[config.mk]
export PLATFORM = sky130hd
export DESIGN_NAME = rx_port_vc_remap_video_stats
export DESIGN_NICKNAME = d
export VERILOG_FILES = /design/src/include/rx_port_stats_pkg.sv /design/src/pkt_buffer2.sv /design/src/rx_port_vc_remap_video_stats.sv
export VERILOG_INCLUDE_DIRS = /design/src /design/src/include
export SDC_FILE = /design/constraint.sdc
export NUM_CORES = 1
export LEC_CHECK = 0
export ABC_AREA = 1
export BUFFER_PORTS_ARGS = -buffer_cell sky130_fd_sc_hd__buf_2
export CAP_MARGIN = 5
export CORE_MARGIN = 2
export CORE_UTILIZATION = 43
export CTS_CLUSTER_DIAMETER = 100
export DETAILED_ROUTE_END_ITERATION = 7
export PLACE_DENSITY_LB_ADDON = 0.3
export SYNTH_ARGS = -nofsm -noshare
export SYNTH_HDL_FRONTEND = slang
export SYNTH_HIERARCHICAL = 1
export SYNTH_SLANG_ARGS = --single-unit
[constraint.sdc]
create_clock -name clk -period 6.6 [get_ports clk]
set_input_delay 1.65 -clock clk [delete_from_list [all_inputs] [get_ports clk]]
set_output_delay 1.65 -clock clk [all_outputs]
set_load 0.05 [all_outputs]
[src/include/rx_port_stats_regs.svh]
// register offsets, field positions, reset values and timing counts of the receive port
`ifndef RX_PORT_STATS_REGS_SVH
`define RX_PORT_STATS_REGS_SVH

// ----------------------------------------------------------------------
// register offsets
// ----------------------------------------------------------------------
`define VC_REMAP_ADDR          8'h72
`define FRAME_LINES_UPPER_ADDR 8'h73
`define FRAME_LINES_LOWER_ADDR 8'h74
`define LINE_WIDTH_UPPER_ADDR  8'h75
`define LINE_WIDTH_LOWER_ADDR  8'h76
`define RATE_MON_CFG_ADDR      8'h77

// ----------------------------------------------------------------------
// reset values
// ----------------------------------------------------------------------
`define VC_REMAP_RST           8'hE4
`define RATE_MON_CFG_RST       8'hC5
`define STATS_RST              16'h0000

// ----------------------------------------------------------------------
// field positions of the rate monitor configuration
// ----------------------------------------------------------------------
`define RATE_HYST_MSB          7
`define RATE_HYST_LSB          6
`define RATE_SETTLE_MSB        5
`define RATE_SETTLE_LSB        4
`define RATE_FLOOR_MSB         3
`define RATE_FLOOR_LSB         0

// ----------------------------------------------------------------------
// timing
// ----------------------------------------------------------------------
`define CLK_PERIOD_NS          10
`define RATE_WINDOW_NS         1000
`define SETTLE_TIME0_US        40
`define SETTLE_TIME1_US        80
`define SETTLE_TIME2_US        320
`define SETTLE_TIME3_US        1280

`endif

[src/include/rx_port_stats_pkg.sv]
// types shared by the receive port logic
package rx_port_stats_pkg;

   // input mode of the port, in the order of its two-bit code
   typedef enum logic [1:0] {
      MODE_CSI,
      MODE_RAW12_LOW,
      MODE_RAW12_HIGH,
      MODE_RAW10
   } port_mode_e;

   typedef logic [1:0] vc_t;

endpackage

[src/pkt_buffer2.sv]
// two-entry buffer with valid and ready on both sides, all outputs registered
`timescale 1ns/100ps
`default_nettype none

module pkt_buffer2 #(
   parameter int W = 10
) (
   input  wire logic         clk,
   input  wire logic         rstn,
   input  wire logic         in_valid,
   output var  logic         in_ready,
   input  wire logic [W-1:0] in_data,
   output var  logic         out_valid,
   input  wire logic         out_ready,
   output var  logic [W-1:0] out_data
);

   logic [W-1:0] spare_r;
   logic [1:0]   fill_r;
   logic [1:0]   fill_nxt;
   wire          push = in_valid && in_ready;
   wire          pop  = out_valid && out_ready;

   // ----------------------------------------------------------------------
   // occupancy
   // ----------------------------------------------------------------------
   // ready is decided from the next fill so a stalled receiver never loses a word
   assign fill_nxt = fill_r + {1'b0, push} - {1'b0, pop};

   always_ff @(posedge clk or negedge rstn) begin
      if (!rstn) begin
         fill_r    <= 2'h0;
         in_ready  <= 1'b0;
         out_valid <= 1'b0;
      end else begin
         fill_r    <= fill_nxt;
         in_ready  <= (fill_nxt != 2'h2);
         out_valid <= (fill_nxt != 2'h0);
      end
   end

   // head and spare entries; the head always holds the oldest word
   always_ff @(posedge clk or negedge rstn) begin
      if (!rstn) begin
         out_data <= '0;
         spare_r  <= '0;
      end else if (fill_r == 2'h2) begin
         if (pop) out_data <= spare_r;
      end else if (push) begin
         if (fill_r == 2'h0 || pop) out_data <= in_data;
         else                       spare_r  <= in_data;
      end
   end

endmodule

`default_nettype wire

[src/rx_port_vc_remap_video_stats.sv]
// receive port: channel remap, frame line statistics and recovered clock rate monitor
//
// Overview of operation
// - each packet accepted in the CSI mode leaves with the two-bit channel picked from the remap byte by its incoming channel.
// - the remap byte comes out of reset as the identity map.
// - the remap is used only in the CSI input mode; the raw modes take the raw-mode channel input.
// - the line count of the last frame reads as two bytes, both zero after reset.
// - with the line count change enable set, a captured count holds until its upper byte is read.
// - reading the count upper byte latches the lower byte for the next lower-byte read.
// - the reported line width of a frame is the length of that frame's final line.
// - with the width change enable set, a captured width holds until its upper byte is read.
// - reading the width upper byte latches the lower byte for the next lower-byte read.
// - a new rate is taken only when it differs from the held rate by more than the hysteresis.
// - the rate is stable once it stays inside the band for the selected settle time.
// - the clock is flagged slow while the held rate is below the floor setting.
`include "rx_port_stats_regs.svh"
`timescale 1ns/100ps
`default_nettype none

module rx_port_vc_remap_video_stats #(
   parameter int DW = 32,
   parameter int LW = 16
) (
   input  wire logic          clk,
   input  wire logic          rstn,
   input  wire logic [7:0]    reg_addr,
   input  wire logic          reg_wr,
   input  wire logic          reg_rd,
   input  wire logic [7:0]    reg_wdata,
   output var  logic [7:0]    reg_rdata,
   input  wire logic [1:0]    port_mode,
   input  wire logic [1:0]    raw_vc,
   input  wire logic          lines_changed_irq_en,
   input  wire logic          width_changed_irq_en,
   input  wire logic          pkt_in_valid,
   output var  logic          pkt_in_ready,
   input  wire logic [1:0]    pkt_in_vc,
   input  wire logic [DW-1:0] pkt_in_data,
   output var  logic          pkt_out_valid,
   input  wire logic          pkt_out_ready,
   output var  logic [1:0]    pkt_out_vc,
   output var  logic [DW-1:0] pkt_out_data,
   input  wire logic          pix_valid,
   input  wire logic          line_end,
   input  wire logic          frame_end,
   input  wire logic          rx_clk_in,
   output var  logic [7:0]    rate_mhz,
   output var  logic          rate_stable,
   output var  logic          rate_low
);

   localparam int WIN_CYC = `RATE_WINDOW_NS / `CLK_PERIOD_NS;
   localparam int US_CYC  = 1000 / `CLK_PERIOD_NS;

   // ----------------------------------------------------------------------
   // helpers
   // ----------------------------------------------------------------------
   function automatic logic [7:0] abs_diff(input logic [7:0] a, input logic [7:0] b);
      abs_diff = (a > b) ? (a - b) : (b - a);
   endfunction

   function automatic logic [10:0] settle_us(input logic [1:0] sel);
      case (sel)
         2'h0:    settle_us = 11'(`SETTLE_TIME0_US);
         2'h1:    settle_us = 11'(`SETTLE_TIME1_US);
         2'h2:    settle_us = 11'(`SETTLE_TIME2_US);
         default: settle_us = 11'(`SETTLE_TIME3_US);
      endcase
   endfunction

   // ----------------------------------------------------------------------
   // register file
   // ----------------------------------------------------------------------
   logic [7:0]    vc_remap_r;
   logic [7:0]    rate_cfg_r;
   logic [LW-1:0] lines_rep_r;
   logic [LW-1:0] width_rep_r;
   logic [7:0]    lines_lo_shadow_r;
   logic [7:0]    width_lo_shadow_r;
   logic [7:0]    rd_mux;

   wire wr_remap = reg_wr && (reg_addr == `VC_REMAP_ADDR);
   wire wr_cfg   = reg_wr && (reg_addr == `RATE_MON_CFG_ADDR);
   wire rd_lines = reg_rd && (reg_addr == `FRAME_LINES_UPPER_ADDR);
   wire rd_width = reg_rd && (reg_addr == `LINE_WIDTH_UPPER_ADDR);

   wire [1:0] cfg_hyst   = rate_cfg_r[`RATE_HYST_MSB:`RATE_HYST_LSB];
   wire [1:0] cfg_settle = rate_cfg_r[`RATE_SETTLE_MSB:`RATE_SETTLE_LSB];
   wire [3:0] cfg_floor  = rate_cfg_r[`RATE_FLOOR_MSB:`RATE_FLOOR_LSB];

   // read selection; the lower bytes come from the shadows loaded by the upper reads
   always_comb begin
      case (reg_addr)
         `VC_REMAP_ADDR:          rd_mux = vc_remap_r;
         `FRAME_LINES_UPPER_ADDR: rd_mux = lines_rep_r[15:8];
         `FRAME_LINES_LOWER_ADDR: rd_mux = lines_lo_shadow_r;
         `LINE_WIDTH_UPPER_ADDR:  rd_mux = width_rep_r[15:8];
         `LINE_WIDTH_LOWER_ADDR:  rd_mux = width_lo_shadow_r;
         `RATE_MON_CFG_ADDR:      rd_mux = rate_cfg_r;
         default:                 rd_mux = 8'h00;
      endcase
   end

   // writable bytes and the read data register
   always_ff @(posedge clk or negedge rstn) begin
      if (!rstn) begin
         vc_remap_r <= `VC_REMAP_RST;
         rate_cfg_r <= `RATE_MON_CFG_RST;
         reg_rdata  <= 8'h00;
      end else begin
         if (wr_remap) vc_remap_r <= reg_wdata;
         if (wr_cfg)   rate_cfg_r <= reg_wdata;
         if (reg_rd)   reg_rdata  <= rd_mux;
      end
   end

   // lower-byte shadows, loaded on an upper-byte read so a pair reads coherently
   always_ff @(posedge clk or negedge rstn) begin
      if (!rstn) begin
         lines_lo_shadow_r <= 8'h00;
         width_lo_shadow_r <= 8'h00;
      end else begin
         if (rd_lines) lines_lo_shadow_r <= lines_rep_r[7:0];
         if (rd_width) width_lo_shadow_r <= width_rep_r[7:0];
      end
   end

   // ----------------------------------------------------------------------
   // channel remap into the packet buffer
   // ----------------------------------------------------------------------
   rx_port_stats_pkg::vc_t mapped_vc;
   wire                    csi_mode = (port_mode == rx_port_stats_pkg::MODE_CSI);

   // raw modes bypass the remap byte entirely
   assign mapped_vc = csi_mode ? vc_remap_r[2*pkt_in_vc +: 2] : raw_vc;

   pkt_buffer2 #(
      .W (DW + 2)
   ) u_buf (
      .clk       (clk),
      .rstn      (rstn),
      .in_valid  (pkt_in_valid),
      .in_ready  (pkt_in_ready),
      .in_data   ({mapped_vc, pkt_in_data}),
      .out_valid (pkt_out_valid),
      .out_ready (pkt_out_ready),
      .out_data  ({pkt_out_vc, pkt_out_data})
   );

   // ----------------------------------------------------------------------
   // frame statistics
   // ----------------------------------------------------------------------
   logic [LW-1:0] cur_len_r;
   logic [LW-1:0] last_len_r;
   logic [LW-1:0] cur_lines_r;
   logic          lines_hold_r;
   logic          width_hold_r;

   wire [LW-1:0] len_now    = cur_len_r + LW'(pix_valid);
   wire [LW-1:0] lines_now  = cur_lines_r + LW'(line_end);
   wire [LW-1:0] final_len  = line_end ? len_now : last_len_r;
   wire          lines_frz  = lines_changed_irq_en && lines_hold_r;
   wire          width_frz  = width_changed_irq_en && width_hold_r;
   wire          cap_lines  = frame_end && !lines_frz;
   wire          cap_width  = frame_end && !width_frz;

   // running counters; counts wrap silently beyond the field width
   always_ff @(posedge clk or negedge rstn) begin
      if (!rstn) begin
         cur_len_r   <= `STATS_RST;
         last_len_r  <= `STATS_RST;
         cur_lines_r <= `STATS_RST;
      end else begin
         cur_len_r   <= line_end ? `STATS_RST : len_now;
         if (line_end) last_len_r <= len_now;
         cur_lines_r <= frame_end ? `STATS_RST : lines_now;
      end
   end

   // reported values, frozen while an enable is set and the value is unread
   always_ff @(posedge clk or negedge rstn) begin
      if (!rstn) begin
         lines_rep_r <= `STATS_RST;
         width_rep_r <= `STATS_RST;
      end else begin
         if (cap_lines) lines_rep_r <= lines_now;
         if (cap_width) width_rep_r <= final_len;
      end
   end

   // hold flags: a fresh capture wins over a read in the same cycle
   always_ff @(posedge clk or negedge rstn) begin
      if (!rstn) begin
         lines_hold_r <= 1'b0;
         width_hold_r <= 1'b0;
      end else begin
         if (cap_lines)     lines_hold_r <= 1'b1;
         else if (rd_lines) lines_hold_r <= 1'b0;
         if (cap_width)     width_hold_r <= 1'b1;
         else if (rd_width) width_hold_r <= 1'b0;
      end
   end

   // ----------------------------------------------------------------------
   // recovered clock rate monitor
   // ----------------------------------------------------------------------
   // the recovered clock is sampled as a pin, so only rates well under
   // half of clk (about 50 MHz) are measured faithfully
   logic       rck_s1_r;
   logic       rck_s2_r;
   logic       rck_s3_r;
   logic [7:0] win_cnt_r;
   logic [7:0] edge_cnt_r;
   logic [10:0] us_cnt_r;
   logic       meas_done_r;
   logic [7:0] meas_r;

   wire       rck_rise  = rck_s2_r && !rck_s3_r;
   wire       win_end   = (win_cnt_r == 8'(WIN_CYC - 1));
   wire [7:0] edges_now = (edge_cnt_r == 8'hFF) ? 8'hFF : edge_cnt_r + 8'(rck_rise);
   wire       rate_jump = abs_diff(meas_r, rate_mhz) > {6'h00, cfg_hyst};
   wire [10:0] settle_lim = settle_us(cfg_settle);

   // two-flop synchroniser, then an edge detector on the settled copy
   always_ff @(posedge clk or negedge rstn) begin
      if (!rstn) begin
         rck_s1_r <= 1'b0;
         rck_s2_r <= 1'b0;
         rck_s3_r <= 1'b0;
      end else begin
         rck_s1_r <= rx_clk_in;
         rck_s2_r <= rck_s1_r;
         rck_s3_r <= rck_s2_r;
      end
   end

   // rising edges counted over a one microsecond window give MHz directly
   always_ff @(posedge clk or negedge rstn) begin
      if (!rstn) begin
         win_cnt_r   <= 8'h00;
         edge_cnt_r  <= 8'h00;
         meas_r      <= 8'h00;
         meas_done_r <= 1'b0;
      end else begin
         meas_done_r <= win_end;
         win_cnt_r   <= win_end ? 8'h00 : win_cnt_r + 8'h01;
         edge_cnt_r  <= win_end ? 8'h00 : edges_now;
         if (win_end) meas_r <= edges_now;
      end
   end

   // held rate, settle timer and the flags derived from them
   always_ff @(posedge clk or negedge rstn) begin
      if (!rstn) begin
         rate_mhz    <= 8'h00;
         us_cnt_r    <= 11'h000;
         rate_stable <= 1'b0;
         rate_low    <= 1'b0;
      end else begin
         if (meas_done_r) begin
            if (rate_jump) begin
               rate_mhz    <= meas_r;
               us_cnt_r    <= 11'h000;
               rate_stable <= 1'b0;
            end else begin
               if (us_cnt_r != 11'h7FF) us_cnt_r <= us_cnt_r + 11'h001;
               rate_stable <= (us_cnt_r + 11'h001 >= settle_lim);
            end
         end
         rate_low <= (rate_mhz < {4'h0, cfg_floor});
      end
   end

   // ----------------------------------------------------------------------
   // assertions
   // ----------------------------------------------------------------------
   property p_remap;
      @(posedge clk) disable iff (!rstn)
      (!pkt_out_valid && pkt_in_valid && pkt_in_ready && csi_mode)
      |=> (pkt_out_valid && pkt_out_vc == $past(vc_remap_r[2*pkt_in_vc +: 2]));
   endproperty
   a_remap: assert property (p_remap) else $error("remapped channel wrong");

   property p_remap_rst;
      @(posedge clk) $rose(rstn) |-> (vc_remap_r == 8'hE4);
   endproperty
   a_remap_rst: assert property (p_remap_rst) else $error("remap reset wrong");

   property p_raw;
      @(posedge clk) disable iff (!rstn)
      (!pkt_out_valid && pkt_in_valid && pkt_in_ready && !csi_mode)
      |=> (pkt_out_vc == $past(raw_vc));
   endproperty
   a_raw: assert property (p_raw) else $error("raw mode channel wrong");

   property p_stats_rst;
      @(posedge clk) $rose(rstn) |-> (lines_rep_r == 16'h0000 && width_rep_r == 16'h0000);
   endproperty
   a_stats_rst: assert property (p_stats_rst) else $error("stats not zero");

   property p_lines_frz;
      @(posedge clk) disable iff (!rstn)
      (lines_changed_irq_en && lines_hold_r && !rd_lines) |=> $stable(lines_rep_r);
   endproperty
   a_lines_frz: assert property (p_lines_frz) else $error("line count moved while frozen");

   property p_lines_pair;
      @(posedge clk) disable iff (!rstn)
      rd_lines |=> (lines_lo_shadow_r == $past(lines_rep_r[7:0]));
   endproperty
   a_lines_pair: assert property (p_lines_pair) else $error("count low byte not latched");

   property p_width_last;
      @(posedge clk) disable iff (!rstn)
      (frame_end && line_end && !width_frz) |=> (width_rep_r == $past(len_now));
   endproperty
   a_width_last: assert property (p_width_last) else $error("width not final line");

   property p_width_frz;
      @(posedge clk) disable iff (!rstn)
      (width_changed_irq_en && width_hold_r && !rd_width) |=> $stable(width_rep_r);
   endproperty
   a_width_frz: assert property (p_width_frz) else $error("width moved while frozen");

   property p_width_pair;
      @(posedge clk) disable iff (!rstn)
      (rd_width ##1 !reg_rd ##1 (reg_rd && reg_addr == 8'h76))
      |=> (reg_rdata == $past(width_rep_r[7:0], 3));
   endproperty
   a_width_pair: assert property (p_width_pair) else $error("width pair incoherent");

   property p_hyst;
      @(posedge clk) disable iff (!rstn)
      (meas_done_r && !rate_jump) |=> $stable(rate_mhz);
   endproperty
   a_hyst: assert property (p_hyst) else $error("rate moved inside band");

   property p_settle;
      @(posedge clk) disable iff (!rstn)
      rate_stable |-> (us_cnt_r >= settle_lim);
   endproperty
   a_settle: assert property (p_settle) else $error("stable too early");

   property p_floor;
      @(posedge clk) disable iff (!rstn)
      $past(rstn) |-> (rate_low == ($past(rate_mhz) < {4'h0, $past(cfg_floor)}));
   endproperty
   a_floor: assert property (p_floor) else $error("slow flag wrong");

   property p_capture;
      @(posedge clk) disable iff (!rstn)
      (frame_end && !lines_frz) |=> (lines_rep_r == $past(lines_now));
   endproperty
   a_capture: assert property (p_capture) else $error("line count not captured");

endmodule

`default_nettype wire

== Word level (Yosys, flattened, before mapping) ==
Cells that the tools add are included.

* Bits in read-only memories: 0
* Memories: 0
* Memory bits (writable): 0
* Latch bits: 0
* Bits in registers: 243
* Logic and storage cells: 107

* Bitwise gates (word level): 2
* Equal/unequal tests: 14
* Mux-type cells: 21
* Reduce and logical (&&, ||, !) cells: 28
* Shift-type cells: 1
* Div/mod/pow operators: 0
* $add $sub $neg: 9
* Order comparisons: 4
* $mul: 0

{| class="wikitable"
|+ Operators by type and width
! operator !! number
|-
| 2-to-1 mux 34 bit || 4
|-
| equality test 8 x 7 -> 1 bit (second input constant) || 7
|-
| 2-to-1 mux 16 bit || 3
|-
| one-hot mux 8 bit (6 select lines) || 1
|-
| one-hot mux 11 bit (3 select lines) || 1
|-
| adder 16 x 1 -> 16 bit || 2
|-
| 2-to-1 mux 8 bit || 4
|-
| 2-to-1 mux 11 bit || 2
|-
| subtractor 8 bit || 2
|-
| nonzero test 2 bit || 6
|-
| adder 11 x 1 -> 11 bit (second input constant) || 1
|-
| greater-or-equal comparator 11 bit || 1
|-
| logical AND 1 bit || 11
|-
| inequality test 11 bit (second input constant) || 1
|-
| adder 8 x 1 -> 8 bit || 1
|-
| adder 8 x 1 -> 8 bit (second input constant) || 1
|-
| equality test 8 bit (second input constant) || 1
|-
| > comparator 8 x 2 -> 1 bit || 1
|-
| > comparator 8 bit || 1
|-
| less-than comparator 8 x 4 -> 1 bit || 1
|-
| variable part select 8 x 4 -> 2 bit || 1
|-
| logical NOT 2 bit || 3
|-
| AND reduction 3 bit || 2
|-
| 2-to-1 mux 1 bit || 5
|-
| 11 further kinds || 16
|}

== Longest topological paths before layout ==
* Word-level depth: 5
* Depth in mapped cells: 19
* Gate-level depth less buffers: 18

== Cells and area by module ==
Netlist, hierarchy kept.

{| class="wikitable"
|+ By module, submodules not included
! module !! times used !! cells an instance !! sequential area each (um^2) !! area an instance (um^2)
|-
| rx_port_vc_remap_video_stats || 1 || 1,046 || 4,289.1 || 8,715.9
|-
| pkt_buffer2 || 1 || 436 || 1,801.7 || 3,412.0
|}

== Least setup slack after synthesis ==
No wires, ideal clock.

* Path kind: flip-flop to flip-flop
* Start point: reg rate_mhz[0]
* End point: reg rate_mhz[5]
* Cell stages (with the launch flop): 19
* Arrival time: 3.172 ns
* Data required time: 6.526 ns
* Setup slack: 3.354 ns
* Library setup time: 0.074 ns
* Cells stage by stage: dfrtp_1 ha_1 inv_1 fa_1 nand2_1 nand2_1 nand3_1 nand2_1 nand2_1 mux2_2 ha_1 inv_1 nor2_1 o21ai_0 nand2_4 nand2_8 buf_12 nand2_2 o21ai_2

* Word-level cells in the longest chain between the ends: 4

{| class="wikitable"
|+ Ends and longest elaborated chain
! what !! RTL line !! source
|-
| start: declaration || rx_port_vc_remap_video_stats.sv:47 || <nowiki>output var logic [7:0] rate_mhz,</nowiki>
|-
| start signal: assignment || rx_port_vc_remap_video_stats.sv:262 || <nowiki>rate_mhz <= meas_r;</nowiki>
|-
| subtractor 8 bit or > comparator 8 bit (tied branches) || rx_port_vc_remap_video_stats.sv:59 || <nowiki>abs_diff = (a > b) ? (a - b) : (b - a);</nowiki>
|-
| 2-to-1 mux 8 bit * || rx_port_vc_remap_video_stats.sv:59 ||
|-
| > comparator 8 x 2 -> 1 bit * || rx_port_vc_remap_video_stats.sv:221 || <nowiki>wire rate_jump = abs_diff(meas_r, rate_mhz) > {6'h00, cfg_hyst};</nowiki>
|-
| AND reduction 2 bit (no line) * || -- ||
|}

Every way passes the cells marked *; elsewhere a longest branch is shown, timed or not.
A chain may end at the register's enable or synchronous reset.

== Final worst setup path ==
* Start point: reg u_buf.fill_r[0]
* End point: reg u_buf.out_data[1]

* Word-level cells in the longest chain between the ends: 4

{| class="wikitable"
|+ Ends and longest elaborated chain
! what !! RTL line !! source
|-
| start: declaration || pkt_buffer2.sv:19 || <nowiki>logic [1:0] fill_r;</nowiki>
|-
| start signal: assignment || pkt_buffer2.sv:36 || <nowiki>fill_r <= fill_nxt;</nowiki>
|-
| logical NOT 2 bit || pkt_buffer2.sv:50 || <nowiki>if (fill_r == 2'h0 || pop) out_data <= in_data;</nowiki>
|-
| logical OR 1 bit || pkt_buffer2.sv:50 ||
|-
| nonzero test 2 bit (no line) || -- ||
|-
| AND reduction 3 bit (no line) || -- ||
|-
| end signal: assignment || pkt_buffer2.sv:48 || <nowiki>if (pop) out_data <= spare_r;</nowiki>
|-
| end signal: assignment || pkt_buffer2.sv:50 ||
|-
| end: declaration || pkt_buffer2.sv:15 || <nowiki>output var logic [W-1:0] out_data</nowiki>
|}

Parallel ways exist; a longest one is shown, timed or not.

==> metrics.cfg <==
[hold_path]
hold_depth = 0
hold_start = rck_s1_r
hold_path_end = rck_s2_r
min_path_type = reg2reg

[synthesis]
syn-num-nets = 1591
synth-edff-count = 0
synth_seq_cells = 243
yosys_warnings = 6
yosys.cell_types.count = 48
async_flop_share_pct = 100
ys.flop_type = dfrtp_1
synth_area_per_cell_um2 = 8.18
netlist_area_um2 = 12100
synthesis.instances = 1482
synth_seq_area_share_pct = 50.2

[sta]
fmax_mhz = 287
finClkSkew_ps = 9.16
fin_crit_ps = 3480
setup_tns_ps = 0
report.final.setup_viol = 0
hold_viol = 0
tightest_slew_ps = 971
slew_headroom_pct = 35.1
hold_ws_ps = 348
fin_crit_sh_pct = 52.8
slew_violations = 0
rsz0062_at_grt = no

[global_routing]
first_global_vias = 9357
grt_overflow = 0
globalRouteTotalUtil_pct = 19.5
grt_max_degree = 139
antenna_found_initial = 1
grt_pass1_wl_mm = 46.8

[drt]
post-route-drc-count = 0
routed-via-count = 9878
drt-initial-drc-count = 897
firstDrtPassIters = 5
detail-route-antenna-nets = 0
wl_per_cell_um = 14.4
wl_mm = 28.5
post_drt_via_cell_ratio = 4.99

[place]
place.detailed.hpwl_mm = 19.7
place_area_um2 = 13000
port_buffers = 119
gp_congestion = 0.872

[outcome]
status = completed

[floorplanning]
io_pins = 120
die_w_um = 172
die_h_um = 172
die-area_um2 = 29600
fp.coreArea_um2 = 27800
start_util_pct = 43.7
rows = 61

[worst_setup_path]
critPathRequiredTime_ps = 7010
timing.critical_path.arrival_ps = 3890
crit_chain = inv_2 -> nand2_2 -> nand2_2 -> nand2_2 -> nand2_1 -> nand2_1
rr_endpoint = u_buf/out_data[1]
r2r-start = u_buf/fill_r[0]
rrSetupSlack_ps = 3120
crit_fanout = 36
critPathKind = reg2reg
max_stage_delay_ps = 810
cpMaxStageDelayCell = nand2_2
startpoint_type = flip-flop
reg2regPathDepth = 6
crit_top_cell = nand2_2
worstSetupEndpointType = flip-flop

[finish]
final_common_cell = nand2_1
final_cell_mix = nand2_1, dfrtp_1, nand3_1
final_net_count = 1694
final_util_pct = 50.0
layout-drive-gt1-share_pct = 13.8
stdcell_area_um2 = 13900
syn_to_final_growth_pct = 14.5

[cts]
cts_tree = yes
clock_latency_ps = 530
cts_hold_buf = 0
postCtsSetupBuffers = 0
cts_htree_levels = 1
cts_inserted_buffers = 28
cts.sinks = 243
cts.clk_slew.worst_paths_ps = 60
cts_root_buf = clkbuf_16
clk_path_buf_depth = 3
ctsResizeCount = 0

[power]
irDropWorstVdd_mv = 0.180
leakagePower_nw = 7.21
power_density_nw_per_um2 = 345

[run]
max_cap_violations = 0

## flip-flops by register name, indices dropped and copies added, names as in the netlist, 11 cells and up
signal	count
u_buf/out_data	34
u_buf/spare_r	34
cur_len_r	16
cur_lines_r	16
last_len_r	16
lines_rep_r	16
width_rep_r	16
us_cnt_r	11
## cells in the mapped netlist (4+ instances only)
| master | instances | area, um^2 |
|---|---|---|
| xnor2_1 | 12 | 105 |
| nand2_1 | 494 | 1850 |
| nand2_2 | 9 | 56.3 |
| nand3_1 | 154 | 771 |
| o21ai_2 | 10 | 87.6 |
| clkbuf_1 | 20 | 75.1 |
| nand4_1 | 19 | 119 |
| o21ai_0 | 99 | 495 |
| a21oi_1 | 20 | 100 |
| dfstp_2 | 8 | 210 |
| buf_2 | 24 | 120 |
| inv_2 | 4 | 15.0 |
| dfrtp_1 | 235 | 5880 |
| nor4_1 | 4 | 25.0 |
| xor2_1 | 30 | 263 |
| nor2_2 | 6 | 37.5 |
| nor3_1 | 10 | 50.1 |
| inv_1 | 147 | 552 |
| ha_1 | 41 | 513 |
| o21ai_1 | 4 | 20.0 |
| buf_4 | 4 | 30.0 |
| nor2_1 | 86 | 323 |
## layout make-up
class / instances / area (um^2)
sequential: 243 / 6090
clock inverter: 6 / 58.8
tap: 378 / 473
multi-input combinational: 1037 / 5190
timing repair buffer: 124 / 656
clock buffer: 41 / 851
fill: 2691 / 13900
antenna: 1 / 2.50
inverter: 151 / 567
## logic make-up after synthesis
kind of cell	count (synthesis)	synth area share, %
simple gates	799	28.1
flops	243	50.2
buf+inv	202	6.95
compound gates	152	7.06
fa+ha+maj	43	4.56
xor+xnor	42	3.03
mux	1	0.0928
## stage by stage
step                worst slack [ps]  total power, mW  cells
detailed placement              2740             3.30   1933
finish                          3120             4.79   1981
floorplan                       3350             2.95   1482
CTS                             3120             4.84   1980
global placement                2860             3.26   1933
global route                    2770             5.07   1981
## worst max path at each step
stage | from | slack, ps | to
detailed placement | line_end | 2740 | lines_rep_r[12]
finish | u_buf/fill_r[0] | 3120 | u_buf/out_data[1]
floorplan | rate_mhz[0] | 3350 | rate_mhz[5]
global route | u_buf/fill_r[0] | 2770 | u_buf/out_data[17]
CTS | u_buf/fill_r[0] | 3120 | u_buf/out_data[1]
global placement | line_end | 2860 | lines_rep_r[12]
## routing by layer
layer / global-route usage (%) / up-vias / part of all wire, %
met1: 28.1 / 4645 / 47
met2: 30.8 / 242 / 45
li1: - / 4943 / -
met4: 5.74 / 0 / 2.8
met5: 0 / - / 0
met3: 2.40 / 48 / 4.6
## power by group
group	leakage, nW	switching, mW	total, mW	internal, mW
Sequential	3.18	0.144	1.88	1.74
Combinational	3.57	1.05	1.39	0.337
Clock	0.454	0.596	1.52	0.922
Total	7.21	1.79	4.79	3.00
## worst max-delay path, delay by kind of cell, from the launching register on
kind	cells	cell delay, ps
DFF	1	420
buffers and inverters	1	540
and+or+nand+nor	5	2360
(Power assumes the default switching activity.)
